--- src/bsi_regs.svh ---
// Register offsets, field positions, reset values and timing figures of the bus status block.
// Assumes it is included by its bare name wherever these names are needed.
// Behaviour
// RULE_01 - Fetch status only during first instruction byte.
// RULE_02 - Output status: output address, data under write.
// RULE_03 - Input device drives data during input strobe.
// RULE_04 - Memory-read status for memory read cycles.
// RULE_05 - Halt status acknowledges executed halt.
// RULE_06 - Bus clock is inverted phase-2 clock.
// RULE_07 - Panel read enables panel and switch drivers.
// RULE_08 - Panel read disables processor input drivers.
// RULE_09 - I/O devices clear on grounded clear line.
// RULE_10 - Bus carries 60 Hz timing reference.
// RULE_11 - Status strobe loads status early each cycle.
// RULE_12 - Gate select high processor, low panel.
// RULE_13 - Output data stable while write strobe active.
// RULE_14 - Input strobe marks bus accepting data.
// RULE_15 - Sync pulse at every machine cycle start.
// RULE_16 - Status latched on strobe, held whole cycle.
// RULE_17 - One input driver set, switched between cycles.
`ifndef BSI_REGS_SVH
`define BSI_REGS_SVH

// ----------------------------------------------------------------
// Register byte offsets.
// ----------------------------------------------------------------
`define BSI_OFF_CTRL   8'h00
`define BSI_OFF_ADDR   8'h04
`define BSI_OFF_WDATA  8'h08
`define BSI_OFF_STATUS 8'h0c
`define BSI_OFF_RDATA  8'h10

// ----------------------------------------------------------------
// Field positions.
// ----------------------------------------------------------------
`define BSI_CTRL_CMD_LSB   0
`define BSI_CTRL_CMD_MSB   2
`define BSI_CTRL_PANEL_BIT 4
`define BSI_CTRL_GO_BIT    8
`define BSI_STAT_BUSY_BIT  8
`define BSI_STAT_GATE_BIT  9

// ----------------------------------------------------------------
// Reset values and timing.
// ----------------------------------------------------------------
`define BSI_RST_ADDR  16'h0000
`define BSI_RST_DATA  8'h00
`define BSI_RST_STAT  5'h00
`define BSI_PCLK_HZ   200000000
`define BSI_RTC_HZ    60

`endif

--- src/bsi_pkg.sv ---
// Types shared by the bus status block.
// Assumes bsi_regs.svh supplies the numeric constants.
package bsi_pkg;

  // Machine cycle kinds that software may launch.
  typedef enum logic [2:0] {
    CMD_FETCH = 3'h0,
    CMD_MEMRD = 3'h1,
    CMD_MEMWR = 3'h2,
    CMD_IN    = 3'h3,
    CMD_OUT   = 3'h4,
    CMD_HALT  = 3'h5
  } bsi_cmd_t;

  // Machine cycle sequencer states, one-hot.
  typedef enum logic [3:0] {
    ST_IDLE = 4'h1,
    ST_T1   = 4'h2,
    ST_T2   = 4'h4,
    ST_T3   = 4'h8
  } bsi_state_t;

endpackage

--- src/bsi_sync.sv ---
// Two-stage synchroniser for pins from outside the pclk domain.
// Assumes each bit is either a slow level or stable while sampled.
`timescale 1ns/1ps
`default_nettype none
module bsi_sync #(
  parameter int W = 1
) (
  input  wire logic         pclk,
  input  wire logic         presetn,
  input  wire logic         ce,
  input  wire logic [W-1:0] d,
  output var  logic [W-1:0] q
);

  logic [W-1:0] meta_q;

  // First stage feeds only the second stage.
  always_ff @(posedge pclk or negedge presetn) begin
    if (!presetn) begin
      meta_q <= '0;
      q      <= '0;
    end else if (ce) begin
      meta_q <= d;
      q      <= meta_q;
    end
  end

endmodule
`default_nettype wire

--- src/bsi_rtc_div.sv ---
// Divider that makes the 60 Hz timing reference square wave.
// Assumes pclk runs at the nominal rate; HALF sets the half period.
`timescale 1ns/1ps
`default_nettype none
`include "bsi_regs.svh"
module bsi_rtc_div #(
  parameter int HALF = `BSI_PCLK_HZ / (2 * `BSI_RTC_HZ)
) (
  input  wire logic pclk,
  input  wire logic presetn,
  input  wire logic ce,
  output var  logic rtc_q
);

  logic [31:0] cnt_q;

  // Toggle the reference each half period.
  always_ff @(posedge pclk or negedge presetn) begin
    if (!presetn) begin
      cnt_q <= 32'h0000_0000;
      rtc_q <= 1'b0;
    end else if (ce) begin
      if (cnt_q == 32'(HALF - 1)) begin
        cnt_q <= 32'h0000_0000;
        rtc_q <= ~rtc_q; // [RULE_10]
      end else begin
        cnt_q <= cnt_q + 32'h0000_0001;
      end
    end
  end
endmodule
`default_nettype wire

--- src/bsi_bus_status.sv ---
// Backplane status outputs, cycle strobes and input steering of the processor board.
// Assumes an APB master on pclk and a phase-2 clock pin far slower than pclk.
//
// Implementation choices: the APB register port and the address map.
`timescale 1ns/1ps
`default_nettype none
`include "bsi_regs.svh"
module bsi_bus_status #(
  parameter int RTC_HALF = `BSI_PCLK_HZ / (2 * `BSI_RTC_HZ)
) (
  input  wire logic        pclk,
  input  wire logic        presetn,
  input  wire logic        ce,
  input  wire logic        psel,
  input  wire logic        penable,
  input  wire logic        pwrite,
  input  wire logic [7:0]  paddr,
  input  wire logic [31:0] pwdata,
  output var  logic [31:0] prdata,
  output var  logic        pready,
  output var  logic        pslverr,
  input  wire logic        phase2_clk,
  input  wire logic [7:0]  processor_input_bus,
  input  wire logic [7:0]  panel_input_bus,
  output var  logic        bus_clock,
  output var  logic        first_cycle_fetch_status,
  output var  logic        output_cycle_status,
  output var  logic        input_cycle_status,
  output var  logic        memory_read_status,
  output var  logic        halt_ack_status,
  output var  logic        panel_switch_read,
  output var  logic        status_latch_strobe,
  output var  logic        cycle_start_pulse,
  output var  logic        write_strobe,
  output var  logic        bus_in_strobe,
  output var  logic [15:0] address_bus,
  output var  logic [7:0]  data_out_bus,
  output var  logic        input_gate_select,
  output var  logic        panel_drv_en,
  output var  logic        processor_drv_en,
  output var  logic        rtc_ref
);

  // ----------------------------------------------------------------
  // Decode helpers.
  // ----------------------------------------------------------------
  // Status bits {fetch, out, in, memr, halt} for a cycle kind.
  function automatic logic [4:0] status_of(input bsi_pkg::bsi_cmd_t c);
    logic [4:0] s;
    s = 5'h00;
    unique case (c)
      bsi_pkg::CMD_FETCH: s = 5'h12;
      bsi_pkg::CMD_MEMRD: s = 5'h02;
      bsi_pkg::CMD_MEMWR: s = 5'h00;
      bsi_pkg::CMD_IN:    s = 5'h04;
      bsi_pkg::CMD_OUT:   s = 5'h08;
      bsi_pkg::CMD_HALT:  s = 5'h01;
      default:            s = 5'h00;
    endcase
    return s;
  endfunction

  // True for cycle kinds that take data in.
  function automatic logic reads(input bsi_pkg::bsi_cmd_t c);
    return (c == bsi_pkg::CMD_FETCH) || (c == bsi_pkg::CMD_MEMRD) || (c == bsi_pkg::CMD_IN);
  endfunction

  // ----------------------------------------------------------------
  // Pin synchronisers, timing reference.
  // ----------------------------------------------------------------
  logic       phi2_s;
  logic       phi2_d1_q;
  logic [7:0] proc_in_s;
  logic [7:0] panel_in_s;

  bsi_sync #(.W(1)) u_sync_phi2 (
    .pclk    (pclk),
    .presetn (presetn),
    .ce      (ce),
    .d       (phase2_clk),
    .q       (phi2_s)
  );
  bsi_sync #(.W(16)) u_sync_data (
    .pclk    (pclk),
    .presetn (presetn),
    .ce      (ce),
    .d       ({processor_input_bus, panel_input_bus}),
    .q       ({proc_in_s, panel_in_s})
  );
  bsi_rtc_div #(.HALF(RTC_HALF)) u_rtc (
    .pclk    (pclk),
    .presetn (presetn),
    .ce      (ce),
    .rtc_q   (rtc_ref)
  );

  logic phi2_rise;
  logic phi2_fall;
  assign phi2_rise = phi2_s & ~phi2_d1_q;
  assign phi2_fall = ~phi2_s & phi2_d1_q;

  // Edge history and the inverted bus clock.
  always_ff @(posedge pclk or negedge presetn) begin
    if (!presetn) begin
      phi2_d1_q <= 1'b0;
      bus_clock <= 1'b1;
    end else if (ce) begin
      phi2_d1_q <= phi2_s;
      bus_clock <= ~phi2_s; // [RULE_06]
    end
  end

  // ----------------------------------------------------------------
  // APB register file.
  // ----------------------------------------------------------------
  bsi_pkg::bsi_cmd_t  cmd_q;
  bsi_pkg::bsi_state_t st_q;
  logic        panel_q;
  logic        go_q;
  logic [15:0] addr_q;
  logic [7:0]  wdata_q;
  logic [7:0]  rdata_q;
  logic [4:0]  stat_q;
  logic        gate_q;
  logic        busy;
  logic        wr_en;
  logic        launch;

  assign busy   = go_q || (st_q != bsi_pkg::ST_IDLE);
  assign wr_en  = psel && penable && pwrite && ce;
  assign launch = go_q && phi2_rise && (st_q == bsi_pkg::ST_IDLE);
  assign pready = 1'b1;

  // Software writes; a go while busy or with an illegal kind is ignored.
  always_ff @(posedge pclk or negedge presetn) begin
    if (!presetn) begin
      cmd_q   <= bsi_pkg::CMD_FETCH;
      panel_q <= 1'b0;
      go_q    <= 1'b0;
      addr_q  <= `BSI_RST_ADDR;
      wdata_q <= `BSI_RST_DATA;
    end else if (ce) begin
      if (launch) begin
        go_q <= 1'b0;
      end
      if (wr_en && !busy) begin
        unique case (paddr)
          `BSI_OFF_CTRL: begin
            cmd_q   <= bsi_pkg::bsi_cmd_t'(pwdata[`BSI_CTRL_CMD_MSB:`BSI_CTRL_CMD_LSB]);
            panel_q <= pwdata[`BSI_CTRL_PANEL_BIT];
            go_q    <= pwdata[`BSI_CTRL_GO_BIT] && (pwdata[`BSI_CTRL_CMD_MSB:`BSI_CTRL_CMD_LSB] <= 3'h5);
          end
          `BSI_OFF_ADDR:  addr_q  <= pwdata[15:0];
          `BSI_OFF_WDATA: wdata_q <= pwdata[7:0];
          default: ;
        endcase
      end
    end
  end

  // Read mux and error answer for unmapped addresses.
  always_comb begin
    prdata  = 32'h0000_0000;
    pslverr = 1'b0;
    unique case (paddr)
      `BSI_OFF_CTRL:   prdata = {23'h0, go_q, 3'h0, panel_q, 1'b0, cmd_q};
      `BSI_OFF_ADDR:   prdata = {16'h0, addr_q};
      `BSI_OFF_WDATA:  prdata = {24'h0, wdata_q};
      `BSI_OFF_STATUS: prdata = {22'h0, gate_q, busy, 3'h0, stat_q};
      `BSI_OFF_RDATA:  prdata = {24'h0, rdata_q};
      default:         pslverr = psel && penable;
    endcase
  end

  // ----------------------------------------------------------------
  // Machine cycle sequencer, stepped by phase-2 rising edges.
  // ----------------------------------------------------------------
  always_ff @(posedge pclk or negedge presetn) begin
    if (!presetn) begin
      st_q <= bsi_pkg::ST_IDLE;
    end else if (ce && phi2_rise) begin
      unique case (st_q)
        bsi_pkg::ST_IDLE: if (go_q) st_q <= bsi_pkg::ST_T1;
        bsi_pkg::ST_T1:   st_q <= bsi_pkg::ST_T2;
        bsi_pkg::ST_T2:   st_q <= bsi_pkg::ST_T3;
        bsi_pkg::ST_T3:   st_q <= bsi_pkg::ST_IDLE;
      endcase
    end
  end

  // Sync pulse spans the first state of every cycle.
  assign cycle_start_pulse = (st_q == bsi_pkg::ST_T1); // [RULE_15]

  // Strobe pulse at the phase-2 fall inside the first state.
  always_ff @(posedge pclk or negedge presetn) begin
    if (!presetn) begin
      status_latch_strobe <= 1'b0;
    end else if (ce) begin
      status_latch_strobe <= cycle_start_pulse && phi2_fall; // [RULE_11]
    end
  end

  // Status latch, input steering and bus drive loaded by the strobe.
  always_ff @(posedge pclk or negedge presetn) begin
    if (!presetn) begin
      stat_q            <= `BSI_RST_STAT;
      panel_switch_read <= 1'b0;
      gate_q            <= 1'b1;
      address_bus       <= `BSI_RST_ADDR;
      data_out_bus      <= `BSI_RST_DATA;
    end else if (ce && status_latch_strobe) begin
      stat_q            <= status_of(cmd_q); // [RULE_16] [RULE_01] [RULE_04] [RULE_05]
      panel_switch_read <= panel_q && (cmd_q == bsi_pkg::CMD_IN); // [RULE_07]
      gate_q            <= !(panel_q && (cmd_q == bsi_pkg::CMD_IN)); // [RULE_17] [RULE_12]
      address_bus       <= addr_q; // [RULE_02]
      data_out_bus      <= wdata_q; // [RULE_13]
    end
  end

  assign {first_cycle_fetch_status, output_cycle_status, input_cycle_status,
          memory_read_status, halt_ack_status} = stat_q;
  assign input_gate_select = gate_q; // [RULE_12]
  assign processor_drv_en  = gate_q; // [RULE_08]
  assign panel_drv_en      = ~gate_q; // [RULE_07]

  // Strobes of the data transfer state; halt moves no data.
  assign write_strobe  = (st_q == bsi_pkg::ST_T2) && !reads(cmd_q)
                         && (cmd_q != bsi_pkg::CMD_HALT); // [RULE_02]
  assign bus_in_strobe = (st_q == bsi_pkg::ST_T2) && reads(cmd_q); // [RULE_14]

  // Capture input data from whichever driver set holds the bus.
  always_ff @(posedge pclk or negedge presetn) begin
    if (!presetn) begin
      rdata_q <= `BSI_RST_DATA;
    end else if (ce && bus_in_strobe && phi2_rise) begin
      rdata_q <= gate_q ? proc_in_s : panel_in_s; // [RULE_03]
    end
  end
endmodule
`default_nettype wire

--- config.mk ---
export PLATFORM = sky130hd
export DESIGN_NAME = bsi_bus_status
export DESIGN_NICKNAME = d
export VERILOG_FILES = /design/src/bsi_pkg.sv /design/src/bsi_sync.sv /design/src/bsi_rtc_div.sv /design/src/bsi_bus_status.sv
export VERILOG_INCLUDE_DIRS = /design/src
export SDC_FILE = /design/constraint.sdc
export NUM_CORES = 1
export LEC_CHECK = 0
export BUFFER_PORTS_ARGS = -buffer_cell sky130_fd_sc_hd__buf_4
export CAP_MARGIN = 20
export CORE_MARGIN = 1.5
export CORE_UTILIZATION = 30
export DETAILED_ROUTE_END_ITERATION = 10
export MAX_ROUTING_LAYER = met4
export PLACE_DENSITY = 0.6
export REMOVE_ABC_BUFFERS = 1
export SETUP_SLACK_MARGIN = 0.5
export SYNTH_ARGS = -nofsm -noshare
export SYNTH_HDL_FRONTEND = slang
export SYNTH_HIERARCHICAL = 1
export SYNTH_SLANG_ARGS = --single-unit
--- constraint.sdc ---
create_clock -name pclk -period 4.6 [get_ports pclk]
set_input_delay 0.23 -clock pclk [delete_from_list [all_inputs] [get_ports pclk]]
set_output_delay 0.23 -clock pclk [all_outputs]
set_load 0.02 [all_outputs]
==> flow_summary.toml <==
[outcome]
status = "completed"

[logic_synthesis]
netlist_top_cells_area = "dfrtp_1 (51%), mux2_4 (8.8%), mux2_2 (7.8%), mux2i_1 (2.9%), xnor2_1 (2.4%)"
yosys.area.top_type_share = 0.511
synth_edf_count = 0
synthesis.area_um2 = 6810
ys_seq_area_frac = 0.522
synth_common_cells = "dfrtp_1 (139), mux2_2 (47), mux2_4 (40)"
synth.most_common_cell = "dfrtp_1"
synth.avg_cell_area_um2 = 12.7
ys.warnings.count = 6
yosysTopAreaCell = "dfrtp_1"
synth-seq-cells = 142
ys_types = 61
synthCells = 538
async_flop_share = 1.00
synthFlopType = "dfrtp_1"

[final_layout]
num_antenna_cells = 0
nNetsFinal = 705
fin_util = 0.380
layout-drive-gt1-share = 0.386
area_growth_pct = 22.7
fin_cells = 933

[global_route]
grtUsageTotal = 0.133
grt_max_degree = 73
overflow = 0
grt_first_pass_wirelength_mm = 23.9
first_global_vias = 4501
antenna_found_initial = 0

[floorplan]
die_x_um = 154
rows = 54
initial_core_util = 0.309
ios = 136
fp.dieH_um = 154
dieArea_um2 = 23600
core_um2 = 22000

[route]
drt-initial-drc-count = 168
drc = 0
vias = 4429
ant_nets = 0
drt-pass1-iter-count = 4
wirelength_mm = 14.6
route.detailed.wl_per_inst_um = 15.7
viasPerCell = 4.75

[power_and_ir_drop]
leakage_nw = 4.05
power_mw = 3.35
power_density_nw_per_um2 = 401
peakVddDrop_v = 0.000252

[critical_path]
crit_chain = "buf_4, or4_4, or3_1, nor2_1, a221o_1, buf_4"
reg2regPathDepth = 4
reg2reg_setup_slack_ps = 2050
worst-path-buf-inv = 2
r2r_start = "st_q[0]$_DFFE_PN1P_"
timing.rr.end = "wdata_q[1]$_DFFE_PN0P_"
critPathLaunchType = "input port"
endpoint_kind = "primary output"
crit_family = "simple AND/OR/NAND/NOR gates"
setup.worst_path.class = "input port to primary output"
critical-path-slowest-cell = "nor2_1"
crit_required_ps = 4370
cp_common_cell = "buf_4"
crit_fanout = 8
worstPathArrival_ps = 2410
critPathMaxStageDelay_ps = 580

[cts]
cts_sinks = 142
postCtsResizedCells = 0
root_buffer = "clkbuf_16"
postCtsHoldBufs = 1
cts_inserted_buffers = 17
ctsLongestPathBuffers = 2
clkLatencyLatePin_ps = 430
tritoncts = "built"
cts_setup_buffers = 0
clk_pin_slew_ps = 70
htreeDepth = 4

[worst_hold_path]
worstHoldEndpoint = "u_sync_data/meta_q[2]$_DFFE_PN0P_"
hold_path_class = "input port to register"
min_delay_path_depth = 2
worstHoldStart = "panel_input_bus[2]"

[timing]
slew_violations = 0
fin_crit_ps = 2640
setup_slack_ps = 1960
hold_viol = 0
post-route-period-util = 0.574
skew_ps = 10.6
tightest_slew_ps = 927
fin_setup_tns_ps = 0
fmax_mhz = 379
setup_viol = 0
slew_headroom = 0.382
rsz0062_at_grt = "false"

[placed_design]
place_worst_setup_slack_ps = 1920
gp_congestion = 0.782
dpl.hpwl_mm = 10.2
portBuffers = 102
placed_cells = 900

[flow_run]
maxCapViolations = 0
==> cell type report <==
class                      count  area, um^2
clock buffer                  17         425
clock inverter                15         188
fill                        2181       13700
inverter                      11        41.3
multi-input combinational    359        2970
sequential                   142        3560
tap                          280         350
timing repair buffer         109         825
==> kinds of logic (layout without fill, tap and decap cells) <==
group                    after synthesis  in the layout  synth area share
AND/OR/NAND/NOR                      151            151             0.142
flip-flops                           142            142             0.522
multiplexers                         107            107             0.195
AO/OA/AOI/OAI                         58             58            0.0557
buffers and inverters                 52            152            0.0498
XOR/XNOR                              24             24            0.0309
adder cells (fa/ha/maj)                2              2           0.00367
other                                  2             17           0.00110
==> metrics by stage <==
step	cell area [um^2]	hold slack, ps
2_1_floorplan	6570	-65.6
3_3_place_gp	7740	20.7
3_5_place_dp	7740	21.8
4_1_cts	8360	7.00
5_1_grt	8360	9.72
6_report	8360	29.2
==> per-layer routing <==
metal / share of wire / up-vias / track usage / wire [um]
li1: - / 2125 / - / -
met1: 0.49 / 2171 / 0.178 / 7160
met2: 0.44 / 119 / 0.196 / 6450
met3: 0.055 / 14 / 0.0327 / 802
met4: 0.013 / 0 / 0.0458 / 194
met5: 0 / - / - / 0
==> how the worst max path moves through the flow <==
stage	from	endpoint	slack, ps	cells after the start
6_report	paddr[7]	prdata[6]	1960	6
5_1_grt	paddr[7]	prdata[6]	1790	6
4_1_cts	paddr[7]	prdata[5]	1910	6
3_5_place_dp	paddr[7]	prdata[6]	1920	6
3_3_place_gp	paddr[7]	prdata[5]	1910	6
2_1_floorplan	st_q[0]$_DFFE_PN1P_	addr_q[10]$_DFFE_PN0P_	1830	4
==> where the power goes <==
group          internal [mW]  leakage, nW  switching (mW)
clock network          0.781        0.292           0.617
logic                  0.221         1.91           0.234
registers               1.37         1.85           0.122
==> cell usage in the layout, fill, tap and decap left out, types with 3 or more instances in the layout <==
master     netlist  routed
clkinv_8         0       4
mux2_4          40      40
and4_2           3       3
nor4b_1          5       5
dfstp_2          3       3
inv_6            0       5
o22ai_1          5       5
xor2_1           5       5
o21ai_0         14      14
nand2b_1         6       6
a22o_1           5       5
o31ai_1          3       3
nand2_1         25      25
inv_1           11      11
a21oi_1         16      16
nand3_1         16      16
nand4_1         14      14
mux2_2          47      47
buf_4           18     107
and2_1          14      14
conb_1           2      17
inv_8            0       3
mux2i_1         20      20
xnor2_1         19      19
nor4_4           4       4
nor4_1           4       4
clkbuf_16        0      17
nor3_1           8       8
a221o_1          3       3
nor2_1          23      23
and3_1           5       5
dfrtp_1        139     139
==> state kept, by name (all words and copies together) (netlist names), 3 cells and up <==
register and count:
addr_q 16, address_bus 16, cmd_q 3, data_out_bus 8, rdata_q 8, st_q 4, stat_q 5, u_rtc/cnt_q 32
u_sync_data/meta_q 16, u_sync_data/q 16, wdata_q 8
No activity file was read; power rests on OpenSTA's default activity.
